<file path="config.mk">
export PLATFORM = sky130hd
export DESIGN_NAME = owp_top
export DESIGN_NICKNAME = d
export VERILOG_FILES = /design/src/rtl/owp_pkg.sv /design/src/rtl/owp_seq_if.sv /design/src/rtl/owp_pin_sync.sv /design/src/rtl/owp_fuse_seq.sv /design/src/rtl/owp_top.sv
export SDC_FILE = /design/constraint.sdc
export NUM_CORES = 1
export LEC_CHECK = 0
export BUFFER_PORTS_ARGS = -buffer_cell sky130_fd_sc_hd__buf_4
export CORE_AREA = 2 2 125 115
export DETAILED_ROUTE_END_ITERATION = 10
export DIE_AREA = 0 0 127 117
export GPL_TIMING_DRIVEN = 0
export PLACE_DENSITY = 0.82
export REMOVE_ABC_BUFFERS = 1
export SYNTH_ARGS = -nofsm -noshare
export SYNTH_HDL_FRONTEND = slang
export SYNTH_HIERARCHICAL = 1
export SYNTH_SLANG_ARGS = --single-unit
</file>
<file path="constraint.sdc">
create_clock -name clk -period 2.22 [get_ports clk]
set_clock_uncertainty 0.05 [all_clocks]
set_input_delay 0.666 -clock clk [delete_from_list [all_inputs] [get_ports clk]]
set_output_delay 0.666 -clock clk [all_outputs]
set_load 0.03 [all_outputs]
</file>
<file path="src/rtl/owp_pkg.sv">
package owp_pkg;

	////////////////////////////////////////////////////////////////////////////
	// Widths and counts
	localparam int CODE_W     = 6;
	localparam int NUM_TAPS   = 64;
	localparam int FUSE_COUNT = 8;

	////////////////////////////////////////////////////////////////////////////
	// Codes, address and field positions
	localparam logic [5:0] WIPER_MIDSCALE  = 6'h20;
	localparam logic [5:0] SLAVE_ADDR_HI   = 6'h16;
	localparam int         ADDR_SEL_BIT    = 1;
	localparam int         ADDR_RW_BIT     = 0;
	localparam int         INSTR_PROG_BIT  = 7;
	localparam logic [1:0] VAL_READY       = 2'h0;
	localparam logic [1:0] VAL_SETUP_FAULT = 2'h1;
	localparam logic [1:0] VAL_FATAL       = 2'h2;
	localparam logic [1:0] VAL_DONE        = 2'h3;
	localparam logic [2:0] FUSE_TEST_IDX   = 3'h6;
	localparam logic [2:0] FUSE_LOCK_IDX   = 3'h7;
	localparam logic [2:0] LAST_DATA_IDX   = 3'h5;

	////////////////////////////////////////////////////////////////////////////
	// Timing
	localparam int CLK_PERIOD_PS    = 4000;
	localparam int SEQ_TICK_NS      = 1000;
	localparam int SEQ_TICK_CYCLES  = (SEQ_TICK_NS * 1000) / CLK_PERIOD_PS;
	localparam int BOOT_WAIT_CYCLES = 6;

	////////////////////////////////////////////////////////////////////////////
	// State types
	typedef enum logic [2:0] {
		BS_IDLE, BS_ADDR, BS_RX, BS_ACK1, BS_ACK2, BS_TX, BS_MACK, BS_WAIT
	} owp_bus_state_t;

	typedef enum logic [2:0] {
		SQ_IDLE, SQ_TEST, SQ_TCHK, SQ_DATA, SQ_CMP, SQ_LOCK
	} owp_seq_state_t;

	// One-hot tap selection from a wiper code
	function automatic logic [NUM_TAPS-1:0] owp_tap_decode(input logic [CODE_W-1:0] code);
		owp_tap_decode = {{(NUM_TAPS-1){1'b0}}, 1'b1} << code;
	endfunction : owp_tap_decode

endpackage : owp_pkg

</file>
<file path="src/rtl/owp_seq_if.sv">
`timescale 1ns/1ps
`default_nettype none

interface owp_seq_if;
	import owp_pkg::*;
	logic              start;
	logic [CODE_W-1:0] code;
	logic              locked_preset;
	logic              busy;
	logic [1:0]        validation;

	modport ctl (output start, code, locked_preset, input busy, validation);
	modport seq (input start, code, locked_preset, output busy, validation);
endinterface : owp_seq_if

`default_nettype wire

</file>
<file path="src/rtl/owp_pin_sync.sv">
`timescale 1ns/1ps
`default_nettype none

module owp_pin_sync #(
	parameter int WIDTH = 1
) (
	// Clock and reset
	input  wire logic             clk,
	input  wire logic             srst,
	// Pins and filtered result
	input  wire logic [WIDTH-1:0] async_in,
	output logic      [WIDTH-1:0] sync_out
);
	logic [WIDTH-1:0] ff1, ff2, ff3;
	logic [WIDTH-1:0] next_sync;

	// A bit changes only once the second and third stages agree
	always_comb begin
		for (int i = 0; i < WIDTH; i++) begin
			next_sync[i] = (ff2[i] == ff3[i]) ? ff3[i] : sync_out[i];
		end
	end

	// Three stages; the first feeds only the second
	always_ff @(posedge clk) begin
		if (srst) begin
			ff1      <= '1;
			ff2      <= '1;
			ff3      <= '1;
			sync_out <= '1;
		end else begin
			ff1      <= async_in;
			ff2      <= ff1;
			ff3      <= ff2;
			sync_out <= next_sync;
		end
	end
endmodule : owp_pin_sync

`default_nettype wire

</file>
<file path="src/rtl/owp_fuse_seq.sv">
`timescale 1ns/1ps
`default_nettype none

module owp_fuse_seq
	import owp_pkg::*;
#(
	parameter int TICK_CYCLES = SEQ_TICK_CYCLES
) (
	// Clock and reset
	input  wire logic                  clk,
	input  wire logic                  srst,
	// Control from the bus side
	owp_seq_if.seq                     sq,
	// Fuse array
	input  wire logic [FUSE_COUNT-1:0] fuse_state,
	output logic                       fuse_blow,
	output logic      [2:0]            fuse_index,
	output logic                       seq_clk_en
);
	localparam logic [15:0] TICK_LAST = 16'(TICK_CYCLES - 1);

	owp_seq_state_t    st, next_st;
	logic [15:0]       tick_cnt, next_tick_cnt;
	logic [2:0]        bit_idx, next_bit_idx;
	logic [CODE_W-1:0] code_q, next_code;
	logic [1:0]        validation, next_validation;
	logic              next_blow, next_clk_en;
	logic [2:0]        next_index;
	logic              tick;

	assign tick          = seq_clk_en && (tick_cnt == TICK_LAST);
	assign sq.busy       = seq_clk_en;
	assign sq.validation = validation;

	////////////////////////////////////////////////////////////////////////////
	// Sequencer: internal clock runs only while programming
	always_comb begin
		next_st         = st;
		next_bit_idx    = bit_idx;
		next_code       = code_q;
		next_validation = validation;
		next_clk_en     = seq_clk_en;
		next_blow       = 1'b0;
		next_index      = fuse_index;
		next_tick_cnt   = (seq_clk_en && !tick) ? tick_cnt + 16'h0001 : 16'h0000;
		case (st)
			SQ_IDLE: begin
				if (sq.start && !sq.locked_preset && validation != VAL_DONE) begin
					next_st     = SQ_TEST;
					next_code   = sq.code;
					next_clk_en = 1'b1;
				end
			end
			SQ_TEST: begin
				if (tick) begin
					next_blow  = 1'b1;
					next_index = FUSE_TEST_IDX;
					next_st    = SQ_TCHK;
				end
			end
			SQ_TCHK: begin
				if (tick) begin
					if (fuse_state[FUSE_TEST_IDX]) begin
						next_st      = SQ_DATA;
						next_bit_idx = 3'h0;
					end else begin
						next_validation = VAL_SETUP_FAULT;
						next_clk_en     = 1'b0;
						next_st         = SQ_IDLE;
					end
				end
			end
			SQ_DATA: begin
				if (tick) begin
					next_blow    = code_q[bit_idx];
					next_index   = bit_idx;
					next_bit_idx = bit_idx + 3'h1;
					if (bit_idx == LAST_DATA_IDX) begin
						next_st = SQ_CMP;
					end
				end
			end
			SQ_CMP: begin
				if (tick) begin
					if (fuse_state[CODE_W-1:0] == code_q) begin
						next_st = SQ_LOCK;
					end else begin
						next_validation = VAL_FATAL;
						next_clk_en     = 1'b0;
						next_st         = SQ_IDLE;
					end
				end
			end
			SQ_LOCK: begin
				if (tick) begin
					next_blow       = 1'b1;
					next_index      = FUSE_LOCK_IDX;
					next_validation = VAL_DONE;
					next_clk_en     = 1'b0;
					next_st         = SQ_IDLE;
				end
			end
			default: next_st = SQ_IDLE;
		endcase
	end

	// Sequencer registers
	always_ff @(posedge clk) begin
		if (srst) begin
			st         <= SQ_IDLE;
			tick_cnt   <= 16'h0000;
			bit_idx    <= 3'h0;
			code_q     <= 6'h00;
			validation <= VAL_READY;
			seq_clk_en <= 1'b0;
			fuse_blow  <= 1'b0;
			fuse_index <= 3'h0;
		end else begin
			st         <= next_st;
			tick_cnt   <= next_tick_cnt;
			bit_idx    <= next_bit_idx;
			code_q     <= next_code;
			validation <= next_validation;
			seq_clk_en <= next_clk_en;
			fuse_blow  <= next_blow;
			fuse_index <= next_index;
		end
	end
endmodule : owp_fuse_seq

`default_nettype wire

</file>
<file path="src/rtl/owp_top.sv">
`timescale 1ns/1ps
`default_nettype none

// Notes on behaviour
// Power-on wiper code is midscale 32.
// Write: address, instruction, data byte, acks.
// Read: address then validation bits plus code.
// Program bit one starts fuse programming.
// Program request enables internal sequencer clock.
// Failed test fuse stops, reports 01.
// Six data fuses, one per tick.
// Fuse mismatch reports 10 and stops.
// After fatal error, programming may retry.
// Match blows lock fuse, reports 11.
// Locked part loads wiper from fuses.
// Six data, one test, one lock fuse.
// Code decodes to one-hot of 64 taps.
// Each code step moves one tap up.
// Validation reads 00 before any attempt.
// Code 01 only for test fuse failure.
// Address is 010110, select bit, direction.
// Matching device acks on ninth pulse.
// Select pin sets seventh address bit.
// Unlocked write loads code after data byte.
// Locked part acks writes, ignores them.
module owp_top
	import owp_pkg::*;
#(
	parameter int TICK_CYCLES = SEQ_TICK_CYCLES
) (
	// Clock and reset
	input  wire logic                  clk,
	input  wire logic                  srst,
	// Two-wire bus pins
	input  wire logic                  scl_in,
	input  wire logic                  sda_in,
	output logic                       sda_out,
	output logic                       sda_oe,
	input  wire logic                  bus_address_select_pin,
	// Fuse array
	input  wire logic [FUSE_COUNT-1:0] fuse_state,
	output logic                       fuse_blow,
	output logic      [2:0]            fuse_index,
	output logic                       seq_clk_en,
	// Wiper and status
	output logic      [CODE_W-1:0]     resistor_ladder_setting,
	output logic      [NUM_TAPS-1:0]   tap_select,
	output logic                       validation_bit_high,
	output logic                       validation_bit_low,
	output logic                       part_locked
);
	owp_seq_if sq ();

	logic [2:0]            pins_sync;
	logic [FUSE_COUNT-1:0] fuse_sync;
	logic                  scl, sda, scl_q, sda_q;
	logic                  scl_rise, scl_fall, bus_start, bus_stop;

	////////////////////////////////////////////////////////////////////////////
	// Pin and fuse synchronisers
	owp_pin_sync #(.WIDTH(3)) u_pin_sync (
		.clk      (clk),
		.srst     (srst),
		.async_in ({bus_address_select_pin, scl_in, sda_in}),
		.sync_out (pins_sync)
	);

	owp_pin_sync #(.WIDTH(FUSE_COUNT)) u_fuse_sync (
		.clk      (clk),
		.srst     (srst),
		.async_in (fuse_state),
		.sync_out (fuse_sync)
	);

	owp_fuse_seq #(.TICK_CYCLES(TICK_CYCLES)) u_seq (
		.clk        (clk),
		.srst       (srst),
		.sq         (sq.seq),
		.fuse_state (fuse_sync),
		.fuse_blow  (fuse_blow),
		.fuse_index (fuse_index),
		.seq_clk_en (seq_clk_en)
	);

	assign scl       = pins_sync[1];
	assign sda       = pins_sync[0];
	assign scl_rise  = scl && !scl_q;
	assign scl_fall  = !scl && scl_q;
	assign bus_start = scl && scl_q && sda_q && !sda;
	assign bus_stop  = scl && scl_q && !sda_q && sda;

	////////////////////////////////////////////////////////////////////////////
	// Power-on: wait for fuse readings, then pick preset or fused code
	logic [2:0]        boot_cnt, next_boot_cnt;
	logic              booted, next_booted;
	logic              locked_boot, next_locked_boot;
	logic              locked_now;
	logic [1:0]        val_now;

	assign val_now          = locked_boot ? VAL_DONE : sq.validation;
	assign locked_now       = (val_now == VAL_DONE);
	assign sq.locked_preset = locked_boot;

	always_comb begin
		next_boot_cnt    = boot_cnt;
		next_booted      = booted;
		next_locked_boot = locked_boot;
		if (!booted) begin
			next_boot_cnt = boot_cnt + 3'h1;
			if (boot_cnt == 3'(BOOT_WAIT_CYCLES - 1)) begin
				next_booted      = 1'b1;
				next_locked_boot = fuse_sync[FUSE_LOCK_IDX];
			end
		end
	end

	always_ff @(posedge clk) begin
		if (srst) begin
			boot_cnt    <= 3'h0;
			booted      <= 1'b0;
			locked_boot <= 1'b0;
		end else begin
			boot_cnt    <= next_boot_cnt;
			booted      <= next_booted;
			locked_boot <= next_locked_boot;
		end
	end

	////////////////////////////////////////////////////////////////////////////
	// Bus slave and wiper register
	owp_bus_state_t    bst, next_bst;
	logic [2:0]        bit_cnt, next_bit_cnt;
	logic [7:0]        shreg, next_shreg;
	logic [7:0]        rx_byte;
	logic [1:0]        byte_idx, next_byte_idx;
	logic              rd, next_rd, prog, next_prog;
	logic              next_sda_oe, next_start;
	logic [CODE_W-1:0] wiper, next_wiper;
	logic              start_q;

	assign rx_byte = {shreg[6:0], sda};
	assign sq.start = start_q;
	assign sq.code  = wiper;

	always_comb begin
		next_bst      = bst;
		next_bit_cnt  = bit_cnt;
		next_shreg    = shreg;
		next_byte_idx = byte_idx;
		next_rd       = rd;
		next_prog     = prog;
		next_sda_oe   = sda_oe;
		next_start    = 1'b0;
		next_wiper    = wiper;
		if (!booted) begin
			next_wiper = next_locked_boot ? fuse_sync[CODE_W-1:0] : WIPER_MIDSCALE;
		end
		if (bus_start) begin
			next_bst      = BS_ADDR;
			next_bit_cnt  = 3'h0;
			next_byte_idx = 2'h0;
			next_sda_oe   = 1'b0;
		end else if (bus_stop) begin
			next_bst    = BS_IDLE;
			next_sda_oe = 1'b0;
		end else begin
			case (bst)
				BS_ADDR: begin
					if (scl_rise) begin
						next_shreg   = rx_byte;
						next_bit_cnt = bit_cnt + 3'h1;
						if (bit_cnt == 3'h7) begin
							if (rx_byte[7:2] == SLAVE_ADDR_HI
								&& rx_byte[ADDR_SEL_BIT] == pins_sync[2]) begin
								next_rd  = rx_byte[ADDR_RW_BIT];
								next_bst = BS_ACK1;
							end else begin
								next_bst = BS_IDLE;
							end
						end
					end
				end
				BS_RX: begin
					if (scl_rise) begin
						next_shreg   = rx_byte;
						next_bit_cnt = bit_cnt + 3'h1;
						if (bit_cnt == 3'h7) begin
							next_bst = BS_ACK1;
							if (byte_idx == 2'h1) begin
								next_prog = rx_byte[INSTR_PROG_BIT];
							end else if (!locked_now) begin
								next_wiper = rx_byte[CODE_W-1:0];
								next_start = prog && !sq.busy;
							end
						end
					end
				end
				BS_ACK1: begin
					if (scl_fall) begin
						next_sda_oe = 1'b1;
						next_bst    = BS_ACK2;
					end
				end
				BS_ACK2: begin
					if (scl_fall) begin
						next_bit_cnt = 3'h0;
						if (byte_idx == 2'h0 && rd) begin
							next_shreg  = {val_now, wiper};
							next_sda_oe = !val_now[1];
							next_bst    = BS_TX;
						end else if (byte_idx == 2'h2) begin
							next_sda_oe = 1'b0;
							next_bst    = BS_WAIT;
						end else begin
							next_sda_oe   = 1'b0;
							next_byte_idx = byte_idx + 2'h1;
							next_bst      = BS_RX;
						end
					end
				end
				BS_TX: begin
					if (scl_fall) begin
						next_bit_cnt = bit_cnt + 3'h1;
						next_shreg   = {shreg[6:0], 1'b0};
						if (bit_cnt == 3'h7) begin
							next_sda_oe = 1'b0;
							next_bst    = BS_MACK;
						end else begin
							next_sda_oe = !shreg[6];
						end
					end
				end
				BS_MACK: begin
					if (scl_rise) begin
						next_bst = BS_WAIT;
					end
				end
				default: next_bst = bst;
			endcase
		end
	end

	// Bus and wiper registers
	always_ff @(posedge clk) begin
		if (srst) begin
			bst      <= BS_IDLE;
			bit_cnt  <= 3'h0;
			shreg    <= 8'h00;
			byte_idx <= 2'h0;
			rd       <= 1'b0;
			prog     <= 1'b0;
			sda_oe   <= 1'b0;
			start_q  <= 1'b0;
			wiper    <= WIPER_MIDSCALE;
			scl_q    <= 1'b1;
			sda_q    <= 1'b1;
		end else begin
			bst      <= next_bst;
			bit_cnt  <= next_bit_cnt;
			shreg    <= next_shreg;
			byte_idx <= next_byte_idx;
			rd       <= next_rd;
			prog     <= next_prog;
			sda_oe   <= next_sda_oe;
			start_q  <= next_start;
			wiper    <= next_wiper;
			scl_q    <= scl;
			sda_q    <= sda;
		end
	end

	////////////////////////////////////////////////////////////////////////////
	// Registered outputs
	logic [NUM_TAPS-1:0] next_tap;

	always_comb begin
		next_tap = owp_tap_decode(wiper);
	end

	always_ff @(posedge clk) begin
		if (srst) begin
			sda_out                 <= 1'b0;
			resistor_ladder_setting <= WIPER_MIDSCALE;
			tap_select              <= owp_tap_decode(WIPER_MIDSCALE);
			validation_bit_high     <= 1'b0;
			validation_bit_low      <= 1'b0;
			part_locked             <= 1'b0;
		end else begin
			sda_out                 <= 1'b0;
			resistor_ladder_setting <= wiper;
			tap_select              <= next_tap;
			validation_bit_high     <= val_now[1];
			validation_bit_low      <= val_now[0];
			part_locked             <= locked_now;
		end
	end
endmodule : owp_top

`default_nettype wire

</file>
==> impl_results.md <==
- Detail-routed net length per standard cell: 14.3 um
- Synth Register Bits: 184
- Distinct cells, synth: 62
- Area grow syn2layout: 19.8%
- Worst-Skew Late Latency: 0.43 ns
- Sequential-to-total area share from yosys stat: 54.2%
- DRC marker count from the first detailed-route iteration: 439
- Mean Syn Cell Area: 9.64 sq um
- Worst setup margin: -0.0763 ns
- Top Ports: 93
- First-pass iteration count of the detailed router: 5
- Global Route Usage Sum: 18.6%
- Required arrival time at the worst endpoint: 2.45 ns
- Hold Vio Cnt, Final: 0
- Vertical extent of the die: 117 um
- Number of buffer cells added on primary ports: 91
- Final clock period utilization by the worst path: 103%
- Cts bufs inserted: 17
- Worst Path Class, Setup: reg -> reg
- Layout cell share with drive strength beyond 1: 18.9%
- Time the worst path needs with I/O delays and setup: 2.30 ns
- Detailed placer's ending HPWL: 8920 um
- Transition at the pin with the smallest max-transition slack: 0.917 ns
- Starting density of the core: 49.8%
- Status: finished with violations
- Path category of the worst min-delay check: reg -> reg
- Prevailing post-synth register cell: sky130_fd_sc_hd__dfxtp_1
- Post-synth EDFFs: 0
- MaxCap Viol Count: 0
- Hold_buf cts: 0
- Maximum fanout encountered on the critical timing path: 3
- Async SR Flop Fraction: 0%
- Full die area: 0.0149 sq mm
- Critical path launch point type: flop
- Maximum resistive drop on vdd: 0.680 mV
- Most common cell after layout, fill and taps aside: sky130_fd_sc_hd__dfxtp_1
- Vias in the first global route: 4564
- Vias per inst: 5.27
- Family of cells with the greatest summed delay on the critical path: simple AND/OR/NAND/NOR gates
- Critical Path Max Stage Delay: 0.58 ns
- H-tree depth reported by CTS: 4
- Antenna cells: 0
- Power per cell area: 815 mW/mm^2
- CTS Buffer Depth: 2
- Violations in the final reports: negative setup slack
- Most frequent cells in the layout: 177 x sky130_fd_sc_hd__dfxtp_1, 146 x sky130_fd_sc_hd__nor2_1, 93 x sky130_fd_sc_hd__buf_4
- Pleak: 3.24 nW
- CTS tree: yes
- CP Data Arrival Time: 2.53 ns
- Final setup vio count: 3
- Headroom to the max-slew limit: 38.9%
- Total wirelength of the detailed-routed design: 13800 um
- Post-Syn Area: 0.00680 sq mm
- Congestion Overflow GR: 0
- Setup repair after global routing missed its margin: true
- Number of remaining DRC errors: 0
- Cell at the root of the clock tree: sky130_fd_sc_hd__clkbuf_16
- Power consumption: 6.64 mW
- RD Place Congestion: 0.860
- Achievable clock frequency: 435 MHz
- Wire length of the first global-routing pass: 22100 um
- Max-slew violation count: 0
- Type of destination of the critical path: flop
- Number of rows created at floorplan: 41
- Core Box Area: 0.0136 sq mm
- Largest net degree at the start of global routing: 106
- Min Hold Slack: 0.353 ns
- Worst path cell trace: or4b_4 > or4_4 > a311oi_4 > mux2i_1 > nor2_1
- Cell with the largest stage delay on the worst path: sky130_fd_sc_hd__or4_4
- Syn Inst Count: 705
- Final ANT Viol Nets: 0
- Number of nets in the finished design: 805
- Sinks on the clock net: 184
- Total number of vias: 5077
- Clock-pin slew on the worst setup and hold paths: 0.06 ns
- Initial antenna violation count: 0
- Number of buffer and inverter stages on the critical path: 0
- X dimension of the die: 127 um
- Number of warnings printed during yosys synthesis: 6
cell families after synthesis:
| group | synth area share, % |
|---|---|
| AND/OR/NAND/NOR | 23.2 |
| flip-flops | 54.2 |
| AO/OA/AOI/OAI | 10.1 |
| buffers and inverters | 3.92 |
| XOR/XNOR | 3.22 |
| multiplexers | 3.28 |
| adder cells (fa/ha/maj) | 2.02 |
| other | 0.0552 |
synth_stat cells (4+ instances only):
master | n | area [sq um]
sky130_fd_sc_hd__dfxtp_1 | 184 | 3680
sky130_fd_sc_hd__nor2_1 | 147 | 552
sky130_fd_sc_hd__nand2_1 | 35 | 131
sky130_fd_sc_hd__or2_1 | 33 | 206
sky130_fd_sc_hd__a21oi_1 | 28 | 140
sky130_fd_sc_hd__clkbuf_1 | 21 | 78.8
sky130_fd_sc_hd__mux2i_1 | 20 | 200
sky130_fd_sc_hd__xor2_1 | 19 | 166
sky130_fd_sc_hd__inv_1 | 18 | 67.6
sky130_fd_sc_hd__nand3_1 | 18 | 90.1
sky130_fd_sc_hd__o21bai_1 | 13 | 97.6
sky130_fd_sc_hd__nor2b_1 | 12 | 75.1
sky130_fd_sc_hd__nor3_1 | 12 | 60.1
sky130_fd_sc_hd__ha_1 | 11 | 138
sky130_fd_sc_hd__a211oi_1 | 9 | 67.6
sky130_fd_sc_hd__a221oi_1 | 8 | 70.1
sky130_fd_sc_hd__nand2b_1 | 7 | 43.8
sky130_fd_sc_hd__nand4_1 | 7 | 43.8
sky130_fd_sc_hd__buf_6 | 6 | 67.6
sky130_fd_sc_hd__or3_1 | 6 | 37.5
sky130_fd_sc_hd__xnor2_1 | 6 | 52.6
sky130_fd_sc_hd__a21o_1 | 5 | 37.5
sky130_fd_sc_hd__a211oi_2 | 4 | 50.1
sky130_fd_sc_hd__and3_1 | 4 | 25.0
sky130_fd_sc_hd__buf_1 | 4 | 15.0
sky130_fd_sc_hd__nand3b_1 | 4 | 30.0
sky130_fd_sc_hd__nor4_1 | 4 | 25.0
sky130_fd_sc_hd__or2_2 | 4 | 25.0
sky130_fd_sc_hd__or3b_1 | 4 | 35.0
where the power goes:
| part | internal, mW | switching (mW) |
|---|---|---|
| sequential | 3.35 | 0.0518 |
| clock | 1.80 | 1.24 |
| combinational | 0.0860 | 0.117 |
| total | 5.23 | 1.41 |
final cells by class:
cell class / instances / area [sq um]
well taps: 172 / 215
fillers: 1155 / 5500
clock inverters: 10 / 144
repair buffers: 94 / 718
multi-input cells: 466 / 2860
inverters: 18 / 67.6
clock buffers: 20 / 447
flip-flops and latches: 184 / 3690
through the flow:
stage	cell area [sq um]	std cells	utilization [%]	setup slack, ns	setup TNS (ns)
after floorplan	6600	668	-	0.0856	0
after global placement	7500	931	55.0	-0.0823	-0.885
after detailed placement	7500	931	55.0	-0.0944	-1.49
after CTS	8120	963	59.5	-0.113	-0.195
after global routing	8150	964	59.7	-0.116	-0.838
final	8150	964	59.7	-0.0763	-0.0976
worst paths after layout:
check	startpoint	to	slack, ns	cells after the start
min reg2reg	u_fuse_sync/ff1[0]	u_fuse_sync/ff2[0]	0.35	1
max	u_seq/tick_cnt[11]	u_seq/sq.validation[0]	-0.08	5
min	u_fuse_sync/ff1[0]	u_fuse_sync/ff2[0]	0.35	1
max reg2reg	u_seq/tick_cnt[11]	u_seq/sq.validation[0]	-0.08	5
repair_timing:
action,4_1_cts,5_1_grt
endpoints found under the setup margin,9,32
setup buffers,2,1
gates cloned,0,0
pin swaps,4,2
resized for setup,7,4
registers in the layout, indices dropped and copies added, names as in the netlist, 6 cells and up:
signal,flops
tap_select,64
u_seq/tick_cnt,16
u_fuse_sync/ff1,8
u_fuse_sync/ff2,8
u_fuse_sync/ff3,8
u_fuse_sync/sync_out,8
shreg,7
resistor_ladder_setting,6
sq.code,6
u_seq/code_q,6
per-layer routing:
metal,wire [um],part of all wire [%],global-route usage [%]
met1,6190,45,24.5
met2,6730,49,30.0
met3,628,4.6,3.95
met4,193,1.4,7.91
met5,0,0,0
(Power assumes the default switching activity.)
